===== src/rtl/cef_map.vh =====
`ifndef CEF_MAP_VH
`define CEF_MAP_VH
`define CEF_FLAG_BITS      4'd6
`define CEF_DELIM_BITS     4'd8
`define CEF_IFS_BITS       2'd3
`define CEF_IDLE_BITS      4'd11
`define CEF_STUFF_LIMIT    3'd6
`define CEF_BOFF_GROUPS    8'd128
`define CEF_WARN_LEVEL     9'd96
`define CEF_PASSIVE_LEVEL  9'd127
`define CEF_BOFF_LEVEL     9'd255
`define CEF_ERR_INC_TX     9'd8
`define CEF_ERR_INC_RX     9'd1
`define CEF_CNT_RESET      8'h00
`endif


===== src/rtl/cef_fault_state.v =====
`timescale 1ns/100ps
`default_nettype none
`include "cef_map.vh"
module cef_fault_state #(
	parameter CNT_W = 8
) (
	input  wire             clk_i,
	input  wire             nrst_i,
	input  wire             enable_i,
	input  wire             wake_i,
	input  wire             bit_tick_i,
	input  wire             rx_pin_i,
	input  wire             tx_bit_i,
	input  wire             transmitting_i,
	input  wire             arbitration_i,
	input  wire             ack_slot_i,
	input  wire             ack_delim_i,
	input  wire             stuffed_field_i,
	input  wire             fixed_bit_i,
	input  wire             fixed_level_i,
	input  wire             eof_last_i,
	input  wire             eof_done_i,
	input  wire             remote_i,
	input  wire             rtr_slot_i,
	input  wire             data_field_i,
	input  wire             crc_check_i,
	input  wire             crc_zero_i,
	input  wire             frame_ok_i,
	output reg              tx_o,
	output reg              drive_en_o,
	output reg              tx_ready_o,
	output reg              suppress_data_o,
	output reg              err_flag_o,
	output reg              ovl_flag_o,
	output reg  [4:0]       err_kind_o,
	output reg  [CNT_W-1:0] rec_o,
	output reg  [CNT_W-1:0] tec_o,
	output reg  [4:0]       state_o
);

////////////////////////////////////////////////////////////////////////////////
// Fault states, one-hot
// Warning is a sub-state of active and behaves like it on the bus
localparam [4:0] ST_SYNC = 5'h01;
localparam [4:0] ST_ACT  = 5'h02;
localparam [4:0] ST_WARN = 5'h04;
localparam [4:0] ST_PASS = 5'h08;
localparam [4:0] ST_BOFF = 5'h10;

// Frame phases for flag generation
// IFS is the three-bit intermission before a new frame may be released
localparam [3:0] PH_IDLE = 4'h1;
localparam [3:0] PH_FLAG = 4'h2;
localparam [3:0] PH_DLM  = 4'h4;
localparam [3:0] PH_IFS  = 4'h8;

////////////////////////////////////////////////////////////////////////////////
// Bus pin synchroniser
// The bus level is asynchronous to clk_i; nothing reads rx_s1 but rx_s2
reg rx_s1;
reg rx_s2;
always @(posedge clk_i or negedge nrst_i) begin
	if (!nrst_i) begin
		rx_s1 <= 1'b1;
		rx_s2 <= 1'b1;
	end else begin
		rx_s1 <= rx_pin_i;
		rx_s2 <= rx_s1;
	end
end
wire rx = rx_s2;

////////////////////////////////////////////////////////////////////////////////
// Error detection, evaluated on each bit tick
// Errors are only counted outside a running flag, so one disturbance
// costs one increment however many bits of it we see
reg       prev_rx;
reg [2:0] same_cnt;
reg       crc_pend;
reg [3:0] phase;
reg [3:0] ph_cnt;
reg       flag_is_ovl;
reg       flag_active;

// Dominant seen on the bus while we send a passive flag is not our fault
wire bit_err = transmitting_i && (tx_bit_i != rx) &&
	!(rx == 1'b0 && tx_bit_i == 1'b1 &&
	  (arbitration_i || ack_slot_i || (phase == PH_FLAG && !flag_active)));
wire stuff_err = stuffed_field_i && (rx == prev_rx) &&
	(same_cnt == `CEF_STUFF_LIMIT - 3'd1);
wire form_err  = fixed_bit_i && (rx != fixed_level_i) && !(eof_last_i && rx == 1'b0);
wire crc_err   = crc_check_i && !crc_zero_i;
wire ack_err   = transmitting_i && ack_slot_i && rx;
wire imm_err   = bit_err || stuff_err || form_err || ack_err;
// Stuff counting restarts outside stuffed fields and on every level change
// A dominant final EOF bit from a receiver means another node is overloaded
wire ovl_seen  = (eof_last_i && !rx) || (phase == PH_IFS && !rx);

always @(posedge clk_i or negedge nrst_i) begin
	if (!nrst_i) begin
		prev_rx  <= 1'b1;
		same_cnt <= 3'd0;
	end else if (bit_tick_i) begin
		prev_rx <= rx;
		if (!stuffed_field_i || rx != prev_rx)
			same_cnt <= 3'd1;
		else if (same_cnt != `CEF_STUFF_LIMIT)
			same_cnt <= same_cnt + 3'd1;
	end
end

////////////////////////////////////////////////////////////////////////////////
// Fault-confinement state and counters
reg [4:0]       state;
reg [CNT_W-1:0] rec;
reg [CNT_W-1:0] tec;
reg [3:0]       idle_cnt;
reg [7:0]       grp_cnt;

// Sync and bus off take no part in traffic and count no errors
wire bus_on = (state != ST_SYNC) && (state != ST_BOFF);
wire err_now = bus_on && bit_tick_i && (phase != PH_FLAG) && (imm_err || crc_err);

// Saturating sums one bit wider so overflow past 255 is visible
// The 14- and 8-dominant-bit penalties are not modelled: every error
// costs +8 on the transmit side or +1 on the receive side until rec reaches 128
wire [CNT_W:0] tec_up = {1'b0, tec} + `CEF_ERR_INC_TX;
wire [CNT_W:0] rec_up = {1'b0, rec} + `CEF_ERR_INC_RX;
reg  [CNT_W:0] next_tec;
reg  [CNT_W:0] next_rec;
always @* begin
	next_tec = {1'b0, tec};
	next_rec = {1'b0, rec};
	if (err_now) begin
		if (transmitting_i)
			next_tec = tec_up;
		else if (!rec[CNT_W-1])
			next_rec = rec_up;
	end else if (bus_on && bit_tick_i && frame_ok_i) begin
		if (tec != `CEF_CNT_RESET)
			next_tec = {1'b0, tec} - 9'd1;
		if (rec != `CEF_CNT_RESET)
			next_rec = {1'b0, rec} - 9'd1;
	end
end

always @(posedge clk_i or negedge nrst_i) begin
	if (!nrst_i) begin
		state    <= ST_SYNC;
		rec      <= `CEF_CNT_RESET;
		tec      <= `CEF_CNT_RESET;
		idle_cnt <= 4'd0;
		grp_cnt  <= 8'd0;
	end else if (!enable_i || wake_i) begin
		// Counters survive a disable or wake; only the idle hunt restarts
		state    <= ST_SYNC;
		idle_cnt <= 4'd0;
		grp_cnt  <= 8'd0;
	end else begin
		if (bus_on) begin
			tec <= (next_tec > `CEF_BOFF_LEVEL) ? {CNT_W{1'b1}} : next_tec[CNT_W-1:0];
			rec <= next_rec[CNT_W-1:0];
		end
		case (state)
		ST_SYNC: begin
			if (bit_tick_i) begin
				idle_cnt <= rx ? idle_cnt + 4'd1 : 4'd0;
				if (rx && idle_cnt == `CEF_IDLE_BITS - 4'd1)
					state <= ST_ACT;
			end
		end
		ST_ACT, ST_WARN, ST_PASS: begin
			if (next_tec > `CEF_BOFF_LEVEL) begin
				state    <= ST_BOFF;
				idle_cnt <= 4'd0;
				grp_cnt  <= 8'd0;
			end else if (next_tec > `CEF_PASSIVE_LEVEL || next_rec > `CEF_PASSIVE_LEVEL)
				state <= ST_PASS;
			else if (next_tec >= `CEF_WARN_LEVEL || next_rec >= `CEF_WARN_LEVEL)
				state <= ST_WARN;
			else
				state <= ST_ACT;
		end
		// Groups of eleven recessive bits; any dominant bit restarts the group
		ST_BOFF: begin
			if (bit_tick_i) begin
				if (!rx)
					idle_cnt <= 4'd0;
				else if (idle_cnt == `CEF_IDLE_BITS - 4'd1) begin
					idle_cnt <= 4'd0;
					grp_cnt  <= grp_cnt + 8'd1;
					if (grp_cnt == `CEF_BOFF_GROUPS - 8'd1) begin
						state <= ST_ACT;
						tec   <= `CEF_CNT_RESET;
						rec   <= `CEF_CNT_RESET;
					end
				end else
					idle_cnt <= idle_cnt + 4'd1;
			end
		end
		default: state <= ST_SYNC;
		endcase
	end
end

////////////////////////////////////////////////////////////////////////////////
// Error and overload frame sequencer
// Active flags are decided by the state on the tick the flag starts, before the counters moved for all but
// CRC errors, so any other error that tips the node into passive still goes out dominant.
// Overload flags only answer a dominant bit seen in the last EOF bit or the intermission;
// nothing inside this block can ask for one on its own.
wire pass_now = (state == ST_PASS);
wire start_flag = err_now && !crc_err || (crc_pend && bit_tick_i && ack_delim_i);
reg  [3:0] next_phase;
always @* begin
	next_phase = phase;
	case (phase)
	PH_IDLE: begin
		if (start_flag || (bus_on && bit_tick_i && ovl_seen))
			next_phase = PH_FLAG;
	end
	PH_FLAG: begin
		if (bit_tick_i && ph_cnt == `CEF_FLAG_BITS - 4'd1)
			next_phase = PH_DLM;
	end
	PH_DLM: begin
		// Only recessive bits count, so superimposed flags stretch the delimiter
		if (bit_tick_i && ph_cnt == `CEF_DELIM_BITS - 4'd1 && rx)
			next_phase = PH_IFS;
	end
	PH_IFS: begin
		if (bit_tick_i && ovl_seen)
			next_phase = PH_FLAG;
		else if (bit_tick_i && ph_cnt == {2'b00, `CEF_IFS_BITS} - 4'd1)
			next_phase = PH_IDLE;
	end
	default: next_phase = PH_IDLE;
	endcase
end

always @(posedge clk_i or negedge nrst_i) begin
	if (!nrst_i) begin
		phase       <= PH_IDLE;
		ph_cnt      <= 4'd0;
		crc_pend    <= 1'b0;
		flag_is_ovl <= 1'b0;
		flag_active <= 1'b0;
	end else if (!bus_on) begin
		// A pending CRC flag dies with the bus connection
		phase    <= PH_IDLE;
		ph_cnt   <= 4'd0;
		crc_pend <= 1'b0;
	end else begin
		// CRC error waits for ack delimiter; earlier flag cancels the wait
		if (crc_err && bit_tick_i && phase == PH_IDLE && !imm_err)
			crc_pend <= 1'b1;
		else if (phase != PH_IDLE || (bit_tick_i && ack_delim_i))
			crc_pend <= 1'b0;
		if (phase == PH_IDLE && next_phase == PH_FLAG) begin
			flag_is_ovl <= !start_flag;
			flag_active <= !pass_now || !start_flag;
		end else if (phase == PH_IFS && next_phase == PH_FLAG) begin
			flag_is_ovl <= 1'b1;
			flag_active <= 1'b1;
		end
		if (next_phase != phase)
			ph_cnt <= 4'd0;
		else if (bit_tick_i && phase == PH_DLM && !rx)
			ph_cnt <= 4'd0;
		else if (bit_tick_i)
			ph_cnt <= ph_cnt + 4'd1;
		phase <= next_phase;
	end
end

////////////////////////////////////////////////////////////////////////////////
// Registered outputs
always @(posedge clk_i or negedge nrst_i) begin
	if (!nrst_i) begin
		tx_o            <= 1'b1;
		drive_en_o      <= 1'b0;
		tx_ready_o      <= 1'b0;
		suppress_data_o <= 1'b0;
		err_flag_o      <= 1'b0;
		ovl_flag_o      <= 1'b0;
		err_kind_o      <= 5'h00;
		rec_o           <= `CEF_CNT_RESET;
		tec_o           <= `CEF_CNT_RESET;
		state_o         <= ST_SYNC;
	end else begin
		// Sync and bus off release the driver, so the wire reads recessive
		drive_en_o <= bus_on;
		if (phase == PH_FLAG)
			tx_o <= !flag_active;
		else if (phase == PH_DLM)
			tx_o <= 1'b1;
		else if (rtr_slot_i && transmitting_i)
			tx_o <= remote_i ? 1'b1 : tx_bit_i;
		else
			tx_o <= transmitting_i ? tx_bit_i : 1'b1;
		// Frames are released only after the intermission has run out
		tx_ready_o      <= bus_on && phase == PH_IDLE && eof_done_i;
		suppress_data_o <= remote_i && data_field_i;
		err_flag_o      <= phase == PH_FLAG && !flag_is_ovl;
		ovl_flag_o      <= phase == PH_FLAG && flag_is_ovl;
		// One-cycle pulse per bit so a checker can count individual errors
		err_kind_o      <= bit_tick_i && bus_on ?
			{bit_err, stuff_err, form_err, crc_err, ack_err} : 5'h00;
		rec_o   <= rec;
		tec_o   <= tec;
		state_o <= state;
	end
end

endmodule // cef_fault_state
`default_nettype wire


===== config.mk =====
export PLATFORM = sky130hd
export DESIGN_NAME = cef_fault_state
export DESIGN_NICKNAME = d
export VERILOG_FILES = /design/src/rtl/cef_fault_state.v
export VERILOG_INCLUDE_DIRS = /design/src /design/src/rtl
export SDC_FILE = /design/constraint.sdc
export NUM_CORES = 1
export LEC_CHECK = 0
export BUFFER_PORTS_ARGS = -buffer_cell sky130_fd_sc_hd__buf_2
export CORE_MARGIN = 4
export CORE_UTILIZATION = 35
export CTS_CLUSTER_DIAMETER = 120
export CTS_CLUSTER_SIZE = 20
export DETAILED_ROUTE_END_ITERATION = 6
export PLACE_DENSITY = 0.55
export SLEW_MARGIN = 10
export SYNTH_ARGS = -nofsm -noshare
export SYNTH_HDL_FRONTEND = slang
export SYNTH_SLANG_ARGS = --single-unit
export TNS_END_PERCENT = 10

===== constraint.sdc =====
create_clock -name clk_i -period 8.35 [get_ports clk_i]
set_clock_uncertainty 0.15 [all_clocks]
set_input_delay 1.2525 -clock clk_i [delete_from_list [all_inputs] [get_ports clk_i]]
set_output_delay 1.2525 -clock clk_i [all_outputs]
set_load 0.05 [all_outputs]

After elaboration in Yosys (flattened, before gate mapping)
Cells that the tools add are included.

word-level totals
  flip-flop bits (word level) = 82

operators by class
  bitwise logic cells = 1
  reductions and logical operators = 83
  add/sub/neg operators = 8
  mux-type cells = 72
  order comparisons = 5
  eq/ne operators = 35

operators by type and width
  cell                   number
  $mux W8                18
  $mux W9                9
  $mux W4                18
  $mux W5                9
  $logic_and A1 B1 Y1    44
  $ne A3 B3 Y1 const B   8
  $ge A9 B7 Y1 const B   2
  $gt A9 B7 Y1 const B   2
  $sub A8 B1 Y9 const B  2
  $pmux W4 S4            1
  $pmux W8 S2            1
  $reduce_bool A8 Y1     2
  $logic_or A1 B1 Y1     15
  $pmux W5 S3            1
  $eq A4 B2 Y1 const B   3
  $eq A4 B3 Y1 const B   3
  $logic_not A1 Y1       12
  $pmux W4 S3            1
  $mux W1                11
  $add A8 B1 Y9 const B  1
  $add A8 B4 Y9 const B  1
  $gt A9 B8 Y1 const B   1
  $mux W3                3
  $add A4 B1 Y4 const B  2
  28 further kinds       34

Depth between registers and ports, before layout
Gate-level depths: netlist of the first run.

  depth after elaboration = 20
  depth in mapped cells = 12
  depth with buffers taken out = 10

Least setup slack after synthesis of the first run
Ideal clock, no wire load.

  path type = in2reg
  start = input port bit_tick_i
  end = register state[1]
  arrival = 3.168 ns
  library setup time = 0.122 ns
  path slack = 4.910 ns
  stages = 9
  buffers on the path = 1
  cells stage by stage = buf_2 -> and2_1 -> a21boi_2 -> nand3_1 -> or3_2 -> o32a_1 -> o21bai_2 -> a22oi_2 -> a32o_1

on the way
  longest elaborated chain between the ends = 11
  elaborated cells between the ends (all ways) = 23

ends and longest elaborated chain
  item                                                   line                                          RTL
  from (decl)                                            cef_fault_state.v:11                          input wire bit_tick_i,
  $logic_and A1 B1 Y1                                    cef_fault_state.v:122, cef_fault_state.v:139
  $logic_and A1 B1 Y1, on equally long branches          cef_fault_state.v:139, cef_fault_state.v:122
  $mux W9 / $logic_and A1 B1 Y1 (equally long branches)  cef_fault_state.v:139, cef_fault_state.v:122
  $mux W9                                                cef_fault_state.v:134                         if (err_now) begin
  $ge A9 B7 Y1 (no line)                                 -
  $logic_or A1 B1 Y1 (no line)                           -
  $mux W3                                                cef_fault_state.v:179                         else if (next_tec >= `CEF_WARN_LEVEL || next_rec >= `CEF_WARN_LEVEL)
  $mux W4                                                cef_fault_state.v:177                         end else if (next_tec > `CEF_PASSIVE_LEVEL || next_rec > `CEF_PASSIVE_LEVEL)
  $mux W5                                                cef_fault_state.v:173                         if (next_tec > `CEF_BOFF_LEVEL) begin
  $pmux W5 S3                                            cef_fault_state.v:164                         case (state)
  $mux W5                                                cef_fault_state.v:154                         end else if (!enable_i || wake_i) begin
  to (signal assigned)                                   cef_fault_state.v:156                         state <= ST_SYNC;
  to (signal assigned)                                   cef_fault_state.v:174                         state <= ST_BOFF;
  to (signal assigned)                                   cef_fault_state.v:178                         state <= ST_PASS;
  to (decl)                                              cef_fault_state.v:114                         reg [4:0] state;

Several ways; a longest one is shown, not always the timed one.
A chain may end at the register's enable or synchronous reset.

Worst setup path in the final report of the first run
  start = input port bit_tick_i
  end = register grp_cnt[7]

on the way
  longest elaborated chain between the ends = 7
  elaborated cells between the ends (all ways) = 10

ends and longest elaborated chain
  item                                                   line                                          RTL
  $logic_and A1 B1 Y1                                    cef_fault_state.v:122, cef_fault_state.v:139
  $logic_and A1 B1 Y1, on equally long branches          cef_fault_state.v:139, cef_fault_state.v:122
  $mux W9 / $logic_and A1 B1 Y1 (equally long branches)  cef_fault_state.v:139, cef_fault_state.v:122
  $mux W9                                                cef_fault_state.v:134
  $gt A9 B8 Y1 (no line)                                 -
  $ne A3 B3 Y1 (no line)                                 -
  $reduce_and A5 Y1 (no line) (*)                        -
  to (signal assigned)                                   cef_fault_state.v:191                         grp_cnt <= grp_cnt + 8'd1;
  to (decl)                                              cef_fault_state.v:118                         reg [7:0] grp_cnt;

Every way passes the cells marked *; elsewhere a longest branch is shown, timed or not.

==> qor_table.md, run 1 <==
| Parameter | Value |
|---|---|
| Ratio of cells with drive above 1 in the final layout | 19.5% |
| Die span in x | 123 um |
| Vias in the first global route | 3654 |
| Cell with the largest stage delay on the worst path | a21boi_4 |
| Largest fanout on the critical path | 26 |
| Fraction of the mapped netlist area in adder cells | 4.90% |
| Dominant register cell in the synthesized netlist | dfrtp_1 |
| Number of placed instances with taps included | 684 |
| Worst-margin pin slew | 1040 ps |
| Mux contribution to synthesized area | 1.90% |
| Fraction of synthesis flops using an asynchronous set or reset pin | 100% |
| Post-synthesis simple-gate area fraction | 20.4% |
| Avg WL per Cell | 16.2 um |
| Starting density of the core | 36.2% |
| Pwr Density | 162 nW/um^2 |
| Starting DRC count in detailed routing | 279 |
| Setup slack of the worst register-to-register path | 5050 ps |
| Setup violations, final | 0 |
| Worst max-slew margin expressed relative to the limit | 30.9% |
| Post-DP HPWL | 8.08 mm |
| Total count of hold-check failures in the final report | 0 |
| Share of the synthesized area in the top cell type | 40.8% |
| Top cells by area, synth | dfrtp_1, ha_1, o21ai_0 |
| Most common cell in the synthesized netlist | dfrtp_1 |
| All-layer global routing usage | 16.1% |
| Level count of the clock H-tree | 3 |
| Area of the mapped netlist | 4600 sq um |
| Clock-pin slew reported for the worst setup and hold paths after clock tree synthesis | 60 ps |
| Dominant delay contributor by cell family on the critical path | compound AO/OA/AOI/OAI gates |
| Max Buffers Root-to-Sink | 2 |
| Startpoint type of the worst setup path | input port |
| Mean Syn Cell Area | 9.68 sq um |
| Sort of element at the end of the critical path | flip-flop |
| Result of the run | complete, no violations |
| Final number of max-transition violations | 0 |
| Start-to-end type of the worst setup path | in -> reg |
| Setup repair after global routing missed its margin | no |
| Remaining number of nets flagged by the antenna check after routing | 0 |
| Most frequent cells after synthesis | dfrtp_1, nand2_1, nor2_1, o21ai_0, inv_1 |
| Vias per Instance | 5.39 |
| CTS Buf Count | 9 |
| Number of detailed-routing iterations run before antenna repair | 5 |
| Setup total negative slack | 0 ps |
| Die area | 15000 sq um |
| Routability-driven placement congestion ratio | 0.867 |
| Clock network latency to the later pin of the worst-skew pair | 350 ps |
| Number of placed I/O pins | 54 |
| WP data arrival | 3770 ps |
| # Max-Cap Violations | 0 |
| Number of cell rows | 41 |
| Flip-flop and latch count after synthesis | 82 |
| Initial antenna violation count | 0 |
| Cells traversed along the worst timing path | buf_2 > o21ai_1 > nor2_2 > a21boi_4 > a22oi_4 > o21ai_0 > nand3_1 > o31ai_1 |
| Crit path buf inv count | 1 |
| Clock root buffer | clkbuf_16 |
| Area Overhead vs Synth | 14.1% |
| Core area | 12700 sq um |
| Number of synthesized flops with an enable pin | 0 |
| Required time of the critical path | 8450 ps |
| Combinational family with the most area after synthesis | compound AO/OA/AOI/OAI gates |
| Final min period | 3670 ps |
| TritonCTS clock tree | built |
| Sequential cell area fraction in the yosys report | 44.8% |
| Slowest Stage Delay on Critical Path | 530 ps |
| Post-synthesis xor/xnor area fraction | 1.52% |
| DIE HEIGHT | 123 um |
| Yosys warns | 0 |
| Synth cell types | 80 |
| Pin count of the biggest net entering global routing | 83 |
| Hold WC Path Type | reg -> reg |
| Post-synthesis compound-gate area fraction | 21.7% |
| Top cell type by total area after synthesis | dfrtp_1 |
| Max Clock Freq | 273 MHz |
| Number of buffers inserted to repair setup after CTS | 0 |
| Wire length reported by the detailed router | 11.3 mm |
| Final clock period utilization by the worst path | 43.9% |
| LEAKAGE | 0.00244 uW |
| Syn Nets | 515 |
| Count of port buffers added during placement | 53 |
| Count of clock tree sinks | 82 |
| Highest ir drop seen on vdd | 0.0915 mV |
| Residual DRC count | 0 |
| Final antenna diode count | 0 |
| DR vias | 3775 |
| Total congestion overflow after global routing | 0 |
| Wire length of the first global-routing pass | 18.8 mm |
| CTS-repair resized insts | 0 |
| Post-route non-filler standard cell count | 700 |
| Post-synthesis instance total | 475 |
| Cts-stage hold buffer count | 0 |
| Final Net Count | 563 |
-- layer usage --
layer	global-route usage, %	up-vias	wire [um]
li1	-	1834	-
met1	22.1	1827	5440
met2	24.2	92	5050
met3	3.23	22	550
met4	7.56	0	286
met5	0	-	0
-- worst paths after layout --
kind,startpoint,to,cells past startpoint
worst max-delay path,bit_tick_i,grp_cnt[7]$_DFFE_PN0P_,8
worst min-delay path,rx_s1$_DFF_PN1_,rx$_DFF_PN1_,0
worst max register to register,rx$_DFF_PN1_,grp_cnt[7]$_DFFE_PN0P_,10
worst min register to register,rx_s1$_DFF_PN1_,rx$_DFF_PN1_,0
max in group asynchronous,nrst_i,err_flag_o$_DFF_PN0_,1
min in group asynchronous,nrst_i,grp_cnt[2]$_DFFE_PN0P_,1
-- registers in the layout, indices dropped and copies added (netlist names), 3 cells and up --
signal	count
grp_cnt	8
rec	8
rec_o	8
tec	8
tec_o	8
err_kind_o	5
state	5
state_o	5
idle_cnt	4
ph_cnt	4
phase	4
same_cnt	3
-- placed cells by master (no fill, tap or decap), types with 6 or more instances in the layout --
cell and instances:
nor3b_1 7, nand3_1 12, clkbuf_16 9, nor4_1 6, o21ai_0 39, dfstp_2 7, dfrtp_1 75, o211ai_1 6
nor3_1 12, nor2_1 39, inv_1 24, a31oi_1 6, nand2_1 44, buf_2 52, o21a_1 6, and3_1 14
nand2b_1 7, ha_1 18, nand4_1 9, a21oi_1 22
-- final cells by class --
class / count / area [sq um]
Inverter: 25 / 93.8
Clock inverter: 2 / 10.0
Multi-Input combinational cell: 351 / 2320
Timing Repair Buffer: 54 / 275
Tap cell: 172 / 215
Sequential cell: 82 / 2060
Clock buffer: 14 / 274
Fill cell: 1294 / 7470
-- through the flow --
| step | total power (uW) | util (%) | area (sq um) | setup slack, ps | hold WS (ps) |
|---|---|---|---|---|---|
| 2_1_floorplan | 456 | - | 4600 | 4910 | 195 |
| 3_3_place_gp | 479 | 39.0 | 4970 | 4440 | 198 |
| 3_5_place_dp | 481 | 39.0 | 4970 | 4330 | 197 |
| 4_1_cts | 863 | 41.3 | 5250 | 4690 | 206 |
| 5_1_grt | 888 | 41.3 | 5250 | 4350 | 208 |
| 6_report | 851 | 41.3 | 5250 | 4680 | 203 |
-- report_power, final --
part	internal, uW	switching (uW)
Clock	225	153
Combinational	18.9	41.7
Sequential	405	6.54
Total	649	201
-- logic make-up (layout without fill, tap and decap cells) --
family / Yosys count / after routing
simple gates: 179 / 179
compound gates: 138 / 138
flops: 82 / 82
buf+inv: 42 / 95
fa+ha+maj: 18 / 18
xor+xnor: 8 / 8
mux: 8 / 8
(Power assumes the default switching activity.)
==> run 2, diff against run 1 <==
==> constraint.sdc (replaced) <==
create_clock -name clk_i -period 3.6 [get_ports clk_i]
set_clock_uncertainty 0.15 [all_clocks]
set_input_delay 0.54 -clock clk_i [delete_from_list [all_inputs] [get_ports clk_i]]
set_output_delay 0.54 -clock clk_i [all_outputs]
set_load 0.05 [all_outputs]
==> qor_table.md, run 2 (synthesized netlist as in run 1, its figures left out) <==
| Parameter | Value |
|---|---|
| Wire length reported by the detailed router | 12.1 mm |
| Highest ir drop seen on vdd | 0.230 mV |
| Die area | 15000 sq um |
| CTS-repair resized insts | 0 |
| Die span in x | 123 um |
| Remaining number of nets flagged by the antenna check after routing | 0 |
| Result of the run | complete, no violations |
| Hold Path Sink | rx_s1$_DFF_PN1_ |
| Start-to-end type of the worst setup path | reg -> reg |
| WP data arrival | 3260 ps |
| Commonest non-fill, non-tap cells in the layout | dfrtp_1, buf_2, nand2_1, nor2_1, o21ai_0 |
| Net Sw Power | 507 uW |
| Hold path startpoint | rx_pin_i |
| Final antenna diode count | 0 |
| Number of placed instances with taps included | 698 |
| Most common cell after layout, fill and taps aside | dfrtp_1 |
| Internal power of the cells | 1760 uW |
| Setup violations, final | 0 |
| Area Overhead vs Synth | 18.4% |
| Clock share of power | 51.4% |
| Number of cells traversed by the worst hold path | 1 |
| Starting density of the core | 36.2% |
| Routability-driven placement congestion ratio | 0.908 |
| DR vias | 3907 |
| Sort of element at the end of the critical path | flip-flop |
| Setup repair after global routing missed its margin | no |
| Clock-pin slew reported for the worst setup and hold paths after clock tree synthesis | 70 ps |
| Destination of the worst register-to-register timing path | idle_cnt[1]$_DFFE_PN0P_ |
| Number of buffers inserted to repair setup after CTS | 0 |
| Post-route non-filler standard cell count | 714 |
| Design Power | 2260 uW |
| Worst reg2reg path startpoint | rx$_DFF_PN1_ |
| Slowest Stage Delay on Critical Path | 600 ps |
| Number of detailed-routing iterations run before antenna repair | 5 |
| Largest fanout on the critical path | 17 |
| Pin count of the biggest net entering global routing | 83 |
| Final Net Count | 577 |
| Count of clock tree sinks | 82 |
| Switching share of power | 22.4% |
| Pwr Density | 416 nW/um^2 |
| Clock network latency to the later pin of the worst-skew pair | 350 ps |
| Worst max-slew margin expressed relative to the limit | 29.4% |
| Number of cell rows | 41 |
| TritonCTS clock tree | built |
| Cells traversed along the worst timing path | inv_1 > ha_1 > o21ai_0 > o2111ai_4 > o211a_4 > a21boi_4 > a22oi_4 > o211ai_1 > mux2_2 |
| Final clock period utilization by the worst path | 88.3% |
| Worst-margin pin slew | 1060 ps |
| Final number of max-transition violations | 0 |
| Vias per Instance | 5.47 |
| Total count of hold-check failures in the final report | 0 |
| Post-DP HPWL | 8.71 mm |
| Cts-stage hold buffer count | 0 |
| Residual DRC count | 0 |
| Required time of the critical path | 3680 ps |
| Avg WL per Cell | 16.9 um |
| Fraction of power consumed by combinational cells | 6.4% |
| CTS Buf Count | 9 |
| Flop pwr share | 42.2% |
| Startpoint type of the worst setup path | flip-flop |
| Max Buffers Root-to-Sink | 2 |
| Max Clock Freq | 315 MHz |
| Ratio of cells with drive above 1 in the final layout | 22.0% |
| Hold WC Path Type | in -> reg |
| Setup slack of the worst register-to-register path | 420 ps |
| Starting DRC count in detailed routing | 326 |
| Total congestion overflow after global routing | 0 |
| Number of placed I/O pins | 54 |
| Clock root buffer | clkbuf_16 |
| Level count of the clock H-tree | 3 |
| Setup total negative slack | 0 ps |
| Cell with the largest stage delay on the worst path | dfstp_2 |
| Count of port buffers added during placement | 53 |
| All-layer global routing usage | 17.1% |
| Final min period | 3180 ps |
| Wire length of the first global-routing pass | 20.1 mm |
| # Max-Cap Violations | 0 |
| LEAKAGE | 0.00255 uW |
| Initial antenna violation count | 0 |
| Vias in the first global route | 3838 |
| DIE HEIGHT | 123 um |
| Number of cell instances on the worst register-to-register path | 9 |
| Core area | 12700 sq um |
## run 2: cell count changes in the layout (fill, tap and decap cells not counted)
cell | before | now
bufinv_16 | 0 | 4
buf_4 | 2 | 16
o21ai_1 | 2 | 3
clkbuf_1 | 2 | 0
o21ai_0 | 39 | 38
clkinv_4 | 0 | 2
clkinv_2 | 2 | 0
clkbuf_8 | 3 | 1
## run 2: how the worst max path moves through the flow
stage / from / end / slack, ps / cells past startpoint
after floorplan: state[0]$_DFFE_PN1P_ / state[1]$_DFFE_PN0P_ / 850 / 9
after global routing: rx$_DFF_PN1_ / grp_cnt[7]$_DFFE_PN0P_ / 200 / 10
final: rx$_DFF_PN1_ / idle_cnt[1]$_DFFE_PN0P_ / 420 / 9
after detailed placement: rx$_DFF_PN1_ / idle_cnt[1]$_DFFE_PN0P_ / 450 / 9
after global placement: rx$_DFF_PN1_ / idle_cnt[1]$_DFFE_PN0P_ / 520 / 9
after CTS: rx$_DFF_PN1_ / idle_cnt[1]$_DFFE_PN0P_ / 410 / 9
## run 2: power groups by stage
stage | clock [uW] | sequential [uW] | combinational, uW
6_report | 1160 | 954 | 146
5_1_grt | 1220 | 956 | 163
4_1_cts | 1190 | 954 | 149
3_5_place_dp | 0 | 971 | 149
3_3_place_gp | 0 | 971 | 146
2_1_floorplan | 0 | 984 | 74.1
## run 2: final cells by class
type                            instances  area, sq um
Clock buffer                           10          239
Clock inverter                          6          138
Fill cell                            1282         7270
Inverter                               25         93.8
Multi-Input combinational cell        351         2320
Sequential cell                        82         2060
Tap cell                              172          215
Timing Repair Buffer                   68          380
## run 2: routing by layer
metal | GRT usage (%) | vias to the layer above | wire length [um]
met5 | 0 | - | 0
met4 | 7.21 | 0 | 275
met3 | 2.90 | 19 | 514
met2 | 26.2 | 106 | 5400
met1 | 23.9 | 1919 | 5870
li1 | - | 1863 | -
## run 2: per-stage QoR
stage | area, sq um | utilization (%) | hold WS, ps | worst slack [ps]
2_1_floorplan | 4600 | - | 94.4 | 852
3_3_place_gp | 5070 | 39.9 | 201 | 524
3_5_place_dp | 5070 | 39.9 | 197 | 446
4_1_cts | 5450 | 42.8 | 137 | 412
5_1_grt | 5450 | 42.8 | 141 | 200
6_report | 5450 | 42.8 | 144 | 423
## run 2: worst max-delay path, delay by kind of cell (launching register included)
family / cells / cell delay (ps)
AO/OA/AOI/OAI: 6 / 1610
adder cells (fa/ha/maj): 1 / 200
buffers and inverters: 1 / 120
flip-flops: 1 / 600
multiplexers: 1 / 370
==> run 3, diff against run 2 <==
--- a/config.mk
+++ b/config.mk
@@ -6,6 +6,7 @@
 export SDC_FILE = /design/constraint.sdc
 export NUM_CORES = 1
 export LEC_CHECK = 0
+export ABC_AREA = 1
 export BUFFER_PORTS_ARGS = -buffer_cell sky130_fd_sc_hd__buf_2
 export CORE_MARGIN = 4
 export CORE_UTILIZATION = 35
==> qor_table.md, run 3 <==
| Parameter | Value |
|---|---|
| Routed length on met1 | 6.07 mm |
| Required time of the critical path | 3730 ps |
| Core area | 13400 sq um |
| Final Net Count | 715 |
| Largest fanout on the critical path | 20 |
| Clock root buffer | clkbuf_16 |
| Wire length reported by the detailed router | 12.5 mm |
| Count of clock tree sinks | 82 |
| Final clock period utilization by the worst path | 77.1% |
| Number of synthesized flops with an enable pin | 0 |
| Setup repair after global routing missed its margin | no |
| Worst-case hold slack | 39.9 ps |
| Max Buffers Root-to-Sink | 2 |
| Register area | 2060 sq um |
| Sequential cell area fraction in the yosys report | 42.5% |
| Combined area of the multi-input logic cells | 2440 sq um |
| Post-DP HPWL | 9.13 mm |
| Highest ir drop seen on vdd | 0.244 mV |
| Share of the synthesized area in the top cell type | 38.7% |
| Fraction of synthesis flops using an asynchronous set or reset pin | 100% |
| Met2 wire length | 5.51 mm |
| Pin count of the biggest net entering global routing | 44 |
| Commonest non-fill, non-tap cells in the layout | nand2_1, dfrtp_1, nor2_1, inv_1, nand3_1 |
| Synth cell types | 40 |
| Top cells by area, synth | dfrtp_1, nand2_1, nand3_1 |
| # Max-Cap Violations | 0 |
| Setup total negative slack | 0 ps |
| Result of the run | complete, no violations |
| Remaining number of nets flagged by the antenna check after routing | 0 |
| Final min period | 2780 ps |
| Level count of the clock H-tree | 3 |
| Number of buffers inserted to repair setup after CTS | 0 |
| Area Overhead vs Synth | 16.0% |
| WP data arrival | 2910 ps |
| CTS-repair resized insts | 0 |
| Yosys warns | 0 |
| Number of cell rows | 42 |
| Die area | 15800 sq um |
| Flip-flop and latch count after synthesis | 82 |
| Number of detailed-routing iterations run before antenna repair | 5 |
| Top cell type by total area after synthesis | dfrtp_1 |
| LEAKAGE | 0.00278 uW |
| Cts-stage hold buffer count | 0 |
| Final number of max-transition violations | 0 |
| Most common cell after layout, fill and taps aside | nand2_1 |
| Number of placed instances with taps included | 840 |
| Startpoint type of the worst setup path | flip-flop |
| Hold WC Path Type | in -> async |
| Fill cell total of the finished layout | 1384 |
| Worst-margin pin slew | 753 ps |
| Start-to-end type of the worst setup path | reg -> reg |
| Total congestion overflow after global routing | 0 |
| Sort of element at the end of the critical path | flip-flop |
| Starting DRC count in detailed routing | 367 |
| Ratio of cells with drive above 1 in the final layout | 18.1% |
| Syn Nets | 659 |
| Max Clock Freq | 360 MHz |
| Vias per Instance | 5.13 |
| Mean Syn Cell Area | 7.84 sq um |
| Most common cell in the synthesized netlist | nand2_1 |
| Setup violations, final | 0 |
| Wire length of the first global-routing pass | 20.8 mm |
| Residual DRC count | 0 |
| CTS Buf Count | 9 |
| Design Power | 3110 uW |
| Worst max-slew margin expressed relative to the limit | 49.8% |
| Vias in the first global route | 4163 |
| Dominant register cell in the synthesized netlist | dfrtp_1 |
| Most frequent cells after synthesis | nand2_1, dfrtp_1, nor2_1 |
| DR vias | 4392 |
| Area of the mapped netlist | 4850 sq um |
| Routability-driven placement congestion ratio | 0.903 |
| Detail Route met3 WL | 742 um |
| Clock network latency to the later pin of the worst-skew pair | 340 ps |
| Post-synthesis instance total | 619 |
| Number of placed I/O pins | 54 |
| Die span in x | 126 um |
| Starting density of the core | 36.2% |
| Post-route non-filler standard cell count | 856 |
| Max Used Layer | met4 |
| Avg WL per Cell | 14.6 um |
| Pwr Density | 552 nW/um^2 |
| DIE HEIGHT | 126 um |
| Count of port buffers added during placement | 53 |
| TritonCTS clock tree | built |
| Total count of hold-check failures in the final report | 0 |
| Final antenna diode count | 0 |
| Initial antenna violation count | 0 |
| Clock-pin slew reported for the worst setup and hold paths after clock tree synthesis | 60 ps |
| All-layer global routing usage | 16.1% |
-- run 3: path summary, 6_finish.rpt --
path | cells after the start | slack (ps) | startpoint | to
min in group clk_i | 1 | 150 | rx_pin_i | rx_s1$_DFF_PN1_
max in group asynchronous | 2 | 2510 | nrst_i | state_o[0]$_DFF_PN1_
max | 12 | 820 | state[0]$_DFFE_PN1P_ | tec[4]$_DFFE_PN0P_
min | 1 | 40 | nrst_i | rec_o[2]$_DFF_PN0_
min reg2reg | 0 | 210 | rx_s1$_DFF_PN1_ | rx$_DFF_PN1_
max reg2reg | 12 | 820 | state[0]$_DFFE_PN1P_ | tec[4]$_DFFE_PN0P_
-- run 3: kinds of logic (layout without fill, tap and decap cells) --
| family | Yosys count | after routing | share of synthesized area [%] |
|---|---|---|---|
| AO/OA/AOI/OAI | 96 | 96 | 11.3 |
| buffers and inverters | 86 | 147 | 7.27 |
| flip-flops | 82 | 82 | 42.5 |
| adder cells (fa/ha/maj) | 18 | 18 | 4.64 |
| AND/OR/NAND/NOR | 314 | 314 | 30.2 |
| XOR/XNOR | 23 | 23 | 4.15 |
-- run 3: final cells by class --
| class | count | share of cell area (%) |
|---|---|---|
| clock buffer | 10 | 4.25 |
| timing repair buffer | 57 | 5.29 |
| clock inverter | 6 | 1.56 |
| inverter | 74 | 5.07 |
| sequential | 82 | 36.6 |
| tap | 176 | 3.91 |
| multi-input combinational | 451 | 43.3 |
-- run 3: through the flow --
step / setup WS, ps / util (%) / cell area (sq um)
after CTS: 821 / 42.0 / 5630
after detailed placement: 760 / 39.6 / 5300
after global placement: 752 / 39.6 / 5300
after floorplan: 1370 / - / 4850
after global routing: 548 / 42.0 / 5630
final: 823 / 42.0 / 5630
-- run 3: metal layers --
metal	up-vias	track usage (%)
met1	2096	23.3
met4	0	5.87
met2	135	24.1
met3	19	2.84
li1	2142	-
met5	-	0
-- run 3: power by group --
group / internal, uW / switching (uW)
registers: 1050 / 124
clock network: 629 / 390
logic: 256 / 660
-- run 3: critical path, stage by stage, from the launching register on --
cell and delay, ps:
dfstp_2 570, a21oi_1 80, nand3_2 100, nand2_4 130, nor2_4 420, nand2_1 160, nor2_1 230, nand3_1 100
o21ai_1 370, nor2_2 140, o211ai_1 140, nand2_1 70, nand2_1 60
